--- config.mk ---
export PLATFORM = sky130hd
export DESIGN_NAME = deser_output_config_power_ctrl
export DESIGN_NICKNAME = d
export VERILOG_FILES = /design/src/rtl/deser_output_config_power_ctrl.v /design/src/rtl/spread_clock_gen.v
export VERILOG_INCLUDE_DIRS = /design/src /design/src/rtl
export SDC_FILE = /design/constraint.sdc
export NUM_CORES = 1
export LEC_CHECK = 0
export BUFFER_PORTS_ARGS = -buffer_cell sky130_fd_sc_hd__buf_2
export CORE_MARGIN = 3
export CORE_UTILIZATION = 40
export CTS_CLUSTER_DIAMETER = 30
export CTS_CLUSTER_SIZE = 8
export DETAILED_ROUTE_END_ITERATION = 6
export PLACE_DENSITY = 0.65
export SYNTH_ARGS = -nofsm -noshare
export SYNTH_HDL_FRONTEND = slang
export SYNTH_SLANG_ARGS = --single-unit
--- constraint.sdc ---
create_clock -name clk_i -period 3.8 [get_ports clk_i]
set_input_delay 0.95 -clock clk_i [delete_from_list [all_inputs] [get_ports clk_i]]
set_output_delay 0.95 -clock clk_i [all_outputs]
set_load 0.01 [all_outputs]
--- src/rtl/deser_cfg_regs.vh ---
// Register map, field positions, reset values and counts of the link control
`ifndef DESER_CFG_REGS_VH
`define DESER_CFG_REGS_VH

// ****************************************
// Register offsets (byte addresses)
// ****************************************
`define OFF_CFG          8'h00
`define OFF_STATUS       8'h04

// ****************************************
// Configuration register fields
// ****************************************
`define CFG_GAIN_LSB     0
`define CFG_GAIN_MSB     3
`define CFG_CLK_RATE     4
`define CFG_DATA_RATE    5
`define CFG_SPREAD_LSB   6
`define CFG_SPREAD_MSB   9
`define CFG_LOW_FREQ_SPREAD_MODE      10
`define CFG_OSS          11
`define CFG_AUTO         12
`define CFG_REG_CTRL     31
`define CFG_RST          32'h00000000
`define CFG_MASK         32'h80001FFF

// ****************************************
// Status register fields
// ****************************************
`define ST_LOCK          0
`define ST_PDOWN         1
`define ST_SLEEP         2
`define ST_STREAM        3
`define ST_SPREAD        4
`define ST_DEV_LSB       5
`define ST_DEV_MSB       6

// ****************************************
// Modulation divisors, normal and low-frequency mode
// ****************************************
`define DIV_N0           12'd2168
`define DIV_N1           12'd1300
`define DIV_N2           12'd868
`define DIV_N3           12'd650
`define DIV_L0           12'd620
`define DIV_L1           12'd370
`define DIV_L2           12'd258
`define DIV_L3           12'd192

// ****************************************
// Timing counts
// ****************************************
`define LOCK_CYCLES      8'd64

`endif

--- src/rtl/deser_output_config_power_ctrl.v ---
// Configuration, output control and power states of the link receiver
//
// How it works
// - Equalizer off when gain bit 0 low; upper bits pick 1.5 dB steps.
// - Clock output and data output edge rates set separately; high is fast.
// - A low edge-rate setting selects the slowest edges for its outputs.
// - Enabled spread modulates clock and data outputs, up to 2 %, 100 kHz.
// - Code zero disables spread; deviation index is code minus one mod 4.
// - Normal mode groups codes by four: divide by 2168, 1300, 868, 650.
// - Low-frequency mode groups: divide by 620, 370, 258, 192.
// - Power down while the power-down pin is low, run while high.
// - Entering power down returns all bus registers to defaults.
// - Auto-detect powers down on lost stream, relocks when it returns.
// - In power down, output state select sets clock and data outputs.
// - Without auto-detect, missing embedded clock bits mean a stopped stream and sleep.
// - Leaving sleep relocks; sleep keeps bus register contents.
// - Lost stream clock drives lock low, outputs per state select.
//
// Decided for this implementation: the Wishbone register port and the placing of the registers.
`timescale 1ns/10ps
`include "deser_cfg_regs.vh"
module deser_output_config_power_ctrl (
  input  wire        clk_i,            // Recovered parallel clock, 125 MHz
  input  wire        rst_i,            // Synchronous reset, high
  input  wire        wb_cyc_i,         // Wishbone cycle
  input  wire        wb_stb_i,         // Wishbone strobe
  input  wire        wb_we_i,          // Wishbone write enable
  input  wire [7:0]  wb_adr_i,         // Wishbone byte address
  input  wire [31:0] wb_dat_i,         // Wishbone write data
  input  wire [3:0]  wb_sel_i,         // Wishbone byte selects
  output reg  [31:0] wb_dat_o,         // Wishbone read data
  output reg         wb_ack_o,         // Wishbone acknowledge
  input  wire        power_down_n_i,   // Power-down pin, low powers down
  input  wire        stream_present_i, // Embedded clock bits seen
  input  wire [3:0]  strap_gain_i,     // Strap, rx_gain_select
  input  wire        strap_clk_rate_i, // Strap, clk_out_edge_rate
  input  wire        strap_data_rate_i,// Strap, data_out_edge_rate
  input  wire [3:0]  strap_spread_i,   // Strap, spread_code
  input  wire        strap_lf_i,       // Strap, low_freq_spread_mode
  input  wire        strap_oss_i,      // Strap, output_state_select
  input  wire        strap_auto_i,     // Strap, auto-detect power down
  output reg         rx_eq_en_o,       // Receive equalizer on
  output reg  [2:0]  rx_gain_o,        // Gain step, 0 is 1.5 dB
  output reg         clk_edge_fast_o,  // Fast edges on clock output
  output reg         data_edge_fast_o, // Fast edges on data outputs
  output reg         spread_en_o,      // Spread modulation enabled
  output reg  [1:0]  spread_dev_o,     // Deviation index, 0.5 % steps
  output reg  [11:0] spread_div_o,     // Cycles per modulation period
  output reg  [4:0]  spread_offset_o,  // Live modulation offset
  output reg         out_oe_o,         // Clock and data outputs driven
  output reg         clk_out_en_o,     // Recovered clock passed to output
  output reg         data_out_en_o,    // Recovered data passed to outputs
  output reg         lock_o,           // Lock indicator level
  output reg         lock_oe_o,        // Lock indicator driven
  output reg         powered_down_o,   // Block is in power down
  output reg         sleep_o           // Block is in stream-stop sleep
);

  // ****************************************
  // States
  // ****************************************
  localparam [3:0] ST_PDOWN   = 4'b0001;
  localparam [3:0] ST_ACQUIRE = 4'b0010;
  localparam [3:0] ST_LOCKED  = 4'b0100;
  localparam [3:0] ST_SLEEP   = 4'b1000;

  reg  [3:0]  state_reg;
  reg  [3:0]  state_next;
  reg  [7:0]  lock_cnt_reg;
  reg  [31:0] cfg_reg;
  reg  [31:0] cfg_next;
  reg  [12:0] strap_reg;
  reg  [12:0] strap_s1_reg;
  reg  [12:0] strap_s2_reg;
  reg  [12:0] strap_s3_reg;
  reg         pdn_s1_reg;
  reg         pdn_s2_reg;
  reg         pdn_s3_reg;
  reg         pdn_lvl_reg;
  reg         str_s1_reg;
  reg         str_s2_reg;
  reg         str_s3_reg;
  reg         str_lvl_reg;
  reg  [31:0] rd_data;
  reg  [11:0] div_sel;
  wire [31:0] lane_mask;
  wire [12:0] eff;
  wire        pd_state;
  wire        wb_req;
  wire        cfg_wr;
  wire [3:0]  code;
  wire [3:0]  code_m1;
  wire        spread_on;
  wire        auto_mode;
  wire        oss;
  wire [4:0]  offset;

  // ****************************************
  // Pin synchronisers
  // ****************************************
  // A change counts only once the second and third stages agree
  always @(posedge clk_i) begin
    if (rst_i) begin
      pdn_s1_reg  <= 1'b0;
      pdn_s2_reg  <= 1'b0;
      pdn_s3_reg  <= 1'b0;
      pdn_lvl_reg <= 1'b0;
      str_s1_reg  <= 1'b0;
      str_s2_reg  <= 1'b0;
      str_s3_reg  <= 1'b0;
      str_lvl_reg <= 1'b0;
    end else begin
      pdn_s1_reg <= power_down_n_i;
      pdn_s2_reg <= pdn_s1_reg;
      pdn_s3_reg <= pdn_s2_reg;
      str_s1_reg <= stream_present_i;
      str_s2_reg <= str_s1_reg;
      str_s3_reg <= str_s2_reg;
      if (pdn_s2_reg == pdn_s3_reg) begin
        pdn_lvl_reg <= pdn_s3_reg;
      end
      if (str_s2_reg == str_s3_reg) begin
        str_lvl_reg <= str_s3_reg;
      end
    end
  end

  // ****************************************
  // Strap capture
  // ****************************************
  // Straps are sampled while leaving power down, as on a power-up
  always @(posedge clk_i) begin
    if (rst_i) begin
      strap_s1_reg <= 13'h0000;
      strap_s2_reg <= 13'h0000;
      strap_s3_reg <= 13'h0000;
      strap_reg    <= 13'h0000;
    end else begin
      strap_s1_reg <= {strap_auto_i, strap_oss_i, strap_lf_i, strap_spread_i,
                       strap_data_rate_i, strap_clk_rate_i, strap_gain_i};
      strap_s2_reg <= strap_s1_reg;
      strap_s3_reg <= strap_s2_reg;
      // Straps are pins too: take them only once two stages agree
      if (state_reg == ST_PDOWN && pdn_lvl_reg &&
          strap_s2_reg == strap_s3_reg) begin
        strap_reg <= strap_s3_reg;
      end
    end
  end

  // ****************************************
  // Register or strap selection
  // ****************************************
  assign eff       = cfg_reg[`CFG_REG_CTRL] ? cfg_reg[12:0] : strap_reg;
  assign code      = eff[`CFG_SPREAD_MSB:`CFG_SPREAD_LSB];
  assign code_m1   = code - 4'd1;
  assign spread_on = (code != 4'h0);
  assign auto_mode = eff[`CFG_AUTO];
  assign oss       = eff[`CFG_OSS];
  assign pd_state  = (state_reg == ST_PDOWN);

  // ****************************************
  // Power state machine
  // ****************************************
  always @* begin
    state_next = state_reg;
    case (state_reg)
      ST_PDOWN: begin
        // Auto-detect waits in power down for the stream to return
        if (pdn_lvl_reg && (!auto_mode || str_lvl_reg)) begin
          state_next = ST_ACQUIRE;
        end
      end
      ST_ACQUIRE: begin
        if (!str_lvl_reg) begin
          state_next = auto_mode ? ST_PDOWN : ST_SLEEP;
        end else if (lock_cnt_reg == `LOCK_CYCLES) begin
          state_next = ST_LOCKED;
        end
      end
      ST_LOCKED: begin
        if (!str_lvl_reg) begin
          state_next = auto_mode ? ST_PDOWN : ST_SLEEP;
        end
      end
      ST_SLEEP: begin
        if (str_lvl_reg) begin
          state_next = ST_ACQUIRE;
        end
      end
      default: begin
        state_next = ST_PDOWN;
      end
    endcase
    if (!pdn_lvl_reg) begin
      state_next = ST_PDOWN;
    end
  end

  always @(posedge clk_i) begin
    if (rst_i) begin
      state_reg    <= ST_PDOWN;
      lock_cnt_reg <= 8'h00;
    end else begin
      state_reg <= state_next;
      if (state_reg == ST_ACQUIRE && state_next == ST_ACQUIRE) begin
        lock_cnt_reg <= lock_cnt_reg + 8'd1;
      end else begin
        lock_cnt_reg <= 8'h00;
      end
    end
  end

  // ****************************************
  // Wishbone slave
  // ****************************************
  // One wait state: ack follows the request by one edge, then drops
  assign wb_req = wb_cyc_i && wb_stb_i && !wb_ack_o;
  assign cfg_wr = wb_req && wb_we_i && (wb_adr_i == `OFF_CFG);

  genvar lane;
  generate
    for (lane = 0; lane < 4; lane = lane + 1) begin : g_lane
      assign lane_mask[lane*8 +: 8] = {8{wb_sel_i[lane]}};
    end
  endgenerate

  always @* begin
    cfg_next = cfg_reg;
    if (cfg_wr) begin
      cfg_next = ((cfg_reg & ~lane_mask) | (wb_dat_i & lane_mask))
                 & `CFG_MASK;
    end
  end

  always @* begin
    rd_data = 32'h00000000;
    if (wb_adr_i == `OFF_CFG) begin
      rd_data = cfg_reg;
    end else if (wb_adr_i == `OFF_STATUS) begin
      rd_data[`ST_LOCK]   = (state_reg == ST_LOCKED);
      rd_data[`ST_PDOWN]  = pd_state;
      rd_data[`ST_SLEEP]  = (state_reg == ST_SLEEP);
      rd_data[`ST_STREAM] = str_lvl_reg;
      rd_data[`ST_SPREAD] = spread_on;
      rd_data[`ST_DEV_MSB:`ST_DEV_LSB] = code_m1[1:0];
    end
  end

  always @(posedge clk_i) begin
    if (rst_i) begin
      wb_ack_o <= 1'b0;
      wb_dat_o <= 32'h00000000;
    end else begin
      wb_ack_o <= wb_req;
      if (wb_req && !wb_we_i) begin
        wb_dat_o <= rd_data;
      end
    end
  end

  // Power down clears the map and ignores writes; sleep leaves it alone
  always @(posedge clk_i) begin
    if (rst_i || pd_state) begin
      cfg_reg <= `CFG_RST;
    end else begin
      cfg_reg <= cfg_next;
    end
  end

  // ****************************************
  // Spread code decode
  // ****************************************
  always @* begin
    div_sel = `DIV_N0;
    if (eff[`CFG_LOW_FREQ_SPREAD_MODE]) begin
      case (code_m1[3:2])
        2'd0:    div_sel = `DIV_L0;
        2'd1:    div_sel = `DIV_L1;
        2'd2:    div_sel = `DIV_L2;
        default: div_sel = `DIV_L3;
      endcase
    end else begin
      case (code_m1[3:2])
        2'd0:    div_sel = `DIV_N0;
        2'd1:    div_sel = `DIV_N1;
        2'd2:    div_sel = `DIV_N2;
        default: div_sel = `DIV_N3;
      endcase
    end
  end

  // Modulation only runs while the recovered clock is passed out
  spread_clock_gen u_spread (
    .clk_i    (clk_i),
    .rst_i    (rst_i),
    .en_i     (spread_on && state_reg == ST_LOCKED),
    .div_i    (div_sel),
    .dev_i    (code_m1[1:0]),
    .offset_o (offset)
  );

  // ****************************************
  // Output registers
  // ****************************************
  always @(posedge clk_i) begin
    if (rst_i) begin
      rx_eq_en_o       <= 1'b0;
      rx_gain_o        <= 3'h0;
      clk_edge_fast_o  <= 1'b0;
      data_edge_fast_o <= 1'b0;
      spread_en_o      <= 1'b0;
      spread_dev_o     <= 2'h0;
      spread_div_o     <= 12'h000;
      spread_offset_o  <= 5'h00;
    end else begin
      rx_eq_en_o       <= eff[`CFG_GAIN_LSB];
      rx_gain_o        <= eff[`CFG_GAIN_LSB] ?
                          eff[`CFG_GAIN_MSB:`CFG_GAIN_LSB+1] : 3'h0;
      clk_edge_fast_o  <= eff[`CFG_CLK_RATE];
      data_edge_fast_o <= eff[`CFG_DATA_RATE];
      spread_en_o      <= spread_on;
      spread_dev_o     <= spread_on ? code_m1[1:0] : 2'h0;
      spread_div_o     <= spread_on ? div_sel : 12'h000;
      // Zero offset leaves clock and data unmodulated
      // Gated by the next state so it drops together with lock
      spread_offset_o  <= (spread_on && state_next == ST_LOCKED) ?
                          offset : 5'h00;
    end
  end

  // Pin states per power state and output state select
  always @(posedge clk_i) begin
    if (rst_i) begin
      out_oe_o       <= 1'b0;
      clk_out_en_o   <= 1'b0;
      data_out_en_o  <= 1'b0;
      lock_o         <= 1'b0;
      lock_oe_o      <= 1'b0;
      powered_down_o <= 1'b1;
      sleep_o        <= 1'b0;
    end else begin
      powered_down_o <= (state_next == ST_PDOWN);
      sleep_o        <= (state_next == ST_SLEEP);
      lock_o         <= (state_next == ST_LOCKED);
      clk_out_en_o   <= (state_next == ST_LOCKED);
      data_out_en_o  <= (state_next == ST_LOCKED);
      if (state_next == ST_LOCKED) begin
        out_oe_o  <= 1'b1;
        lock_oe_o <= 1'b1;
      end else if (state_next == ST_PDOWN && !pdn_lvl_reg) begin
        out_oe_o  <= oss;
        lock_oe_o <= oss;
      end else begin
        // Acquiring or stream absent: lock driven low, outputs low or released
        out_oe_o  <= oss;
        lock_oe_o <= 1'b1;
      end
    end
  end

endmodule

--- src/rtl/spread_clock_gen.v ---
// Triangle modulation generator for the spread output clock
`timescale 1ns/10ps
module spread_clock_gen (
  input  wire        clk_i,     // Recovered parallel clock
  input  wire        rst_i,     // Synchronous reset, high
  input  wire        en_i,      // Modulation enable
  input  wire [11:0] div_i,     // Clock cycles per modulation period
  input  wire [1:0]  dev_i,     // Deviation index, 0.5 % steps
  output reg  [4:0]  offset_o   // Frequency offset, zero means none
);

  reg  [7:0] step_cnt_reg;
  reg  [3:0] pos_reg;
  wire [7:0] step_len;
  wire [2:0] tri_val;
  wire [4:0] scaled;

  // Sixteen steps per period, so one step is div/16 cycles
  assign step_len = div_i[11:4];
  assign tri_val  = pos_reg[3] ? ~pos_reg[2:0] : pos_reg[2:0];
  assign scaled   = tri_val * ({3'b000, dev_i} + 5'd1);

  always @(posedge clk_i) begin
    if (rst_i || !en_i) begin
      step_cnt_reg <= 8'h00;
      pos_reg      <= 4'h0;
      offset_o     <= 5'h00;
    end else begin
      if (step_cnt_reg >= step_len - 8'd1) begin
        step_cnt_reg <= 8'h00;
        pos_reg      <= pos_reg + 4'd1;
      end else begin
        step_cnt_reg <= step_cnt_reg + 8'd1;
      end
      offset_o <= scaled;
    end
  end

endmodule

# Word level (Yosys, flattened, before mapping)
# Cells that the tools add are included.
word_totals:
  word_cells: 112
  ff_bits: 167
  in_bits: 64
  out_inout_bits: 66
classes:
  magnitude_cmp: 1
  reduce_logical: 28
  mux: 19
  n_bitwise: 9
  n_eq_ne: 15
  n_mul: 1
  n_addsub: 6
ops:
  columns: ["op", "count"]
  rows:
  - ["32-bit bitwise AND", 2]
  - ["12-bit one-hot mux with 3 select lines", 1]
  - ["32-bit inverter", 1]
  - ["32-bit OR", 1]
  - ["10-bit one-hot mux with 3 select lines", 1]
  - ["4-bit 2-to-1 mux", 7]
  - ["25-bit 2-to-1 mux", 1]
  - ["8-bit by 1-bit adder with 8-bit output, second input constant", 2]
  - ["4-bit one-hot mux with 4 select lines", 1]
  - ["7-bit 2-to-1 mux", 2]
  - ["13-bit equality test", 1]
  - ["13-bit 2-to-1 mux", 1]
  - ["1-bit logical AND", 12]
  - ["12-bit 2-to-1 mux", 1]
  - ["2-bit OR reduction", 5]
  - ["4-bit by 1-bit equality test with 1-bit output, second input constant", 2]
  - ["4-bit by 2-bit equality test with 1-bit output, second input constant", 2]
  - ["4-bit by 3-bit equality test with 1-bit output, second input constant", 2]
  - ["4-bit equality test, second input constant", 2]
  - ["8-bit by 3-bit equality test with 1-bit output, second input constant", 1]
  - ["8-bit by 7-bit equality test with 1-bit output, second input constant", 1]
  - ["8-bit greater-or-equal comparator", 1]
  - ["8-bit logical NOT", 1]
  - ["8-bit by 1-bit subtractor with 8-bit output, second input constant", 1]
  - ["other kinds (15)", 27]

# Longest topological paths before layout
depth:
  word_depth: 11
  ltp_mapped: 17
  depth_no_buf: 17

# By module
# A second synthesis with hierarchy kept.
hier_totals:
  hier_cells: 638
  area_unflattened_um2: 6296.0
by_module_without_submodules:
  columns: ["mod", "n_inst", "cells_each", "area_each_um2"]
  rows:
  - ["deser_output_config_power_ctrl", 1, 513, 5178.7]
  - ["spread_clock_gen", 1, 125, 1117.3]

# Worst setup path after synthesis
# No wires, ideal clock.
synth_path:
  path_kind: "register to register"
  start: "register (tool-made name)"
  end: "register u_spread.step_cnt_reg[2]"
  required_ps: 3734
  path_slack_ps: -102
  period_less_slack_ps: 3902
  path_buffers: 1
  t_arrival_ps: 3836
  stages_incl_launch_ff: 18
  path_cell_list: "dfxtp_1 -> buf_2 -> mux2i_1 -> ha_1 -> xnor2_1 -> inv_1 -> ha_1 -> a21oi_1 -> ha_1 -> nor2b_1 -> nand4b_1 -> xnor2_1 -> ha_1 -> nand2_1 -> o21ai_0 -> a31oi_1 -> nand2_1 -> nor2_1"
synth_rtl:
  columns: ["element", "line_no", "rtl"]
  rows:
  - ["end signal: assignment", "spread_clock_gen.v:33", "step_cnt_reg <= step_cnt_reg + 8'd1;"]
  - ["end: declaration", "spread_clock_gen.v:12", "reg [7:0] step_cnt_reg;"]

==> out/qor.csv <==
metric,value,unit
first_pass_iters,5,
antenna_found_initial,0,
finalSetupTns,0,ns
dpl.hpwl,9100,um
io_pins,130,
syn_area,5930,sq um
top_register,wb_dat_o,
cts.clk_slew.worst_paths,0.06,ns
multiInputGateArea,2780,sq um
gp_congestion,0.887,
synth_top_area_cell,dfxtp_1,
holdPathEnd,strap_s2_reg[7],
path_cells,"buf_4, mux2i_4, nand3_1, xor2_1, buf_4, ha_1, nor2_1, inv_1, a21boi_0, nand4b_1, xnor2_1, ha_1, nand2_1, o21ai_2, a31oi_4, or3_1, a21oi_1",
r2r_setup_slack,0.23,ns
track_usage,15.2,%
grt-ovfl-total,0,
final-hold-violation-count,0,
post_dp_cell_area,6550,sq um
io_buffers,91,
initial_core_util,41.8,%
slew_viol_final,0,
worstHoldStart,strap_s1_reg[7],
min_period_over_period,94.0,%
die_y,128,um
synthFlopType,dfxtp_1,
critPathKind,reg2reg,
drive_above_1_share,21.7,%
syn_area_per_cell,9.69,sq um
viasPerCell,4.88,
arrival,3.92,ns
num_rows,43,
reg2regPathDepth,17,
max_slew.worst_pin.slew,0.660,ns
synth_warnings,0,
ys_ff_latch,148,
cp.required,4.15,ns
worstHoldPathType,reg2reg,
cts-htree-levels,4,
clkLatencyLatePin,0.42,ns
status,"finished, final reports clean",
fmax,280,MHz
n_antenna_cell,0,
cts_buffers,17,
synth_top_area_share,49.9,%
layout_commonest_cell,dfxtp_1,
ir_drop,0.000399,V
setup_violations,0,
fp.dieW,128,um
synthCells,612,
core,14200,sq um
critPathMaxStageDelay,0.37,ns
synthTopCellsByArea,"dfxtp_1, ha_1, nor2b_1",
whs,0.430,ns
p_leak,3.13,nW
grt_pass1_wl,19800,um
route.detailed.drc,0,
start_kind,flop,
finalPower,0.00335,W
max_cap_violations,0,
cp_slowest_cell,dfxtp_2,
nets,803,
layout_min_cycle_time,3.57,ns
cts_tree,yes,
route.detailed.wl_per_inst,13.5,um
cts-root-buf,clkbuf_16,
fp.dieArea,16300,sq um
vias,4414,
async_reset_ff_share,0,%
crit_family,simple AND/OR/NAND/NOR gates,
cp_max_fo,11,
synth_cell_types,45,
design_area,7210,sq um
ys_seq_area_share,49.9,%
cp_num_buf_inv,3,
p_per_area,465,nW/um^2
grt_pass1_vias,4249,
skew,0.00938,ns
n_fill_cell,1314,
ff_latch_area,2960,sq um
holdPathStages,1,
r2r-end,u_spread.pos_reg[3],
final_cell_mix,"dfxtp_1, buf_2, nor2_1",
relSlewSlack,56.0,%
cts.sinks,148,
grt_max_degree,70,
cts.path.max_buffers,2,
areaGrowthSynthToFinish,21.5,%
synth-edff-count,0,
ant_nets,0,
routed_wl,12300,um
drt_iter0_markers,248,
endpoint_kind,flop,
largest_reg_flops,14,
-- cell families (layout without fill, tap and decap cells) --
logic type	Yosys count	in the layout	share of synthesized area, %
adders and majority gates	27	27	5.95
DFF	148	148	49.9
buffers and inverters	61	156	5.31
xor gates and xnor gates	39	39	5.76
other	1	19	0.0632
and+or+nand+nor	227	227	20.1
AOI/OAI and AO/OA	80	80	7.89
muxes	29	29	4.98
-- timing repair --
action / 4_1_cts / 5_1_grt
setup buffers: 0 / 1
hold buffers: 0 / 0
pin swaps: 0 / 2
resized for setup: 1 / 12
setup endpoints to repair: 7 / 12
cloned: 0 / 0
-- stage by stage --
stage	worst slack [ns]	instances	util (%)
after global routing	-0.0181	905	50.7
after floorplan	0.000547	630	-
final	0.228	905	50.7
after CTS	0.0138	904	50.4
after detailed placement	0.0387	872	46.1
after global placement	0.137	872	46.1
-- cells in the mapped netlist, types with 3 or more instances --
master / instances
xnor2_1: 14
o21ai_0: 26
nand3_1: 23
nand4_1: 3
nor2b_1: 49
dfxtp_1: 148
xor2_1: 25
inv_1: 18
nor3_1: 6
nor2_1: 70
buf_4: 21
clkbuf_1: 15
nor4_2: 3
nand2b_1: 9
mux2i_1: 25
ha_1: 25
a22oi_1: 10
nand2_1: 27
mux2_2: 4
or3_1: 4
and2_1: 7
buf_2: 6
and3_1: 13
a21oi_1: 30
-- worst register-to-register path, cell delays in order, from the launching register on --
cell and delay, ns:
dfxtp_2 0.37, buf_4 0.23, mux2i_4 0.27, nand3_1 0.11
xor2_1 0.19, buf_4 0.16, ha_1 0.20, nor2_1 0.11
inv_1 0.06, a21boi_0 0.31, nand4b_1 0.16, xnor2_1 0.15
ha_1 0.28, nand2_1 0.10, o21ai_2 0.21, a31oi_4 0.09
or3_1 0.37, a21oi_1 0.13
-- power by group --
| part | internal (W) | switching [W] | leakage [nW] |
|---|---|---|---|
| logic | 0.0000368 | 0.0000531 | 1.64 |
| registers | 0.00157 | 0.00000831 | 1.20 |
| clock network | 0.00105 | 0.000630 | 0.290 |
| total | 0.00266 | 0.000691 | 3.13 |
-- worst max-delay path by stage --
stage                                    end  from  depth (start not counted)
floorplan                u_spread.pos_reg[3]  flop                         17
global placement    u_spread.step_cnt_reg[7]  flop                         17
detailed placement  u_spread.step_cnt_reg[0]  flop                         17
CTS                      u_spread.pos_reg[1]  flop                         17
global route             u_spread.pos_reg[3]  flop                         17
finish                   u_spread.pos_reg[3]  flop                         17
-- metal layers --
layer	vias up	wire (um)	global-route usage, %
met5	-	0	0
met3	43	599	4.75
met1	2032	5450	18.4
met2	116	5750	24.0
met4	0	448	8.24
li1	2223	-	-
-- layout make-up --
class                           instances  share of cell area (%)
Clock inverter                         12                    2.15
Multi-Input combinational cell        421                    38.6
Sequential cell                       148                    41.1
Timing Repair Buffer                  106                    7.88
Tap cell                              180                    3.12
Clock buffer                           20                    6.20
Inverter                               18                   0.937
Power figures use the tool's default switching activity.
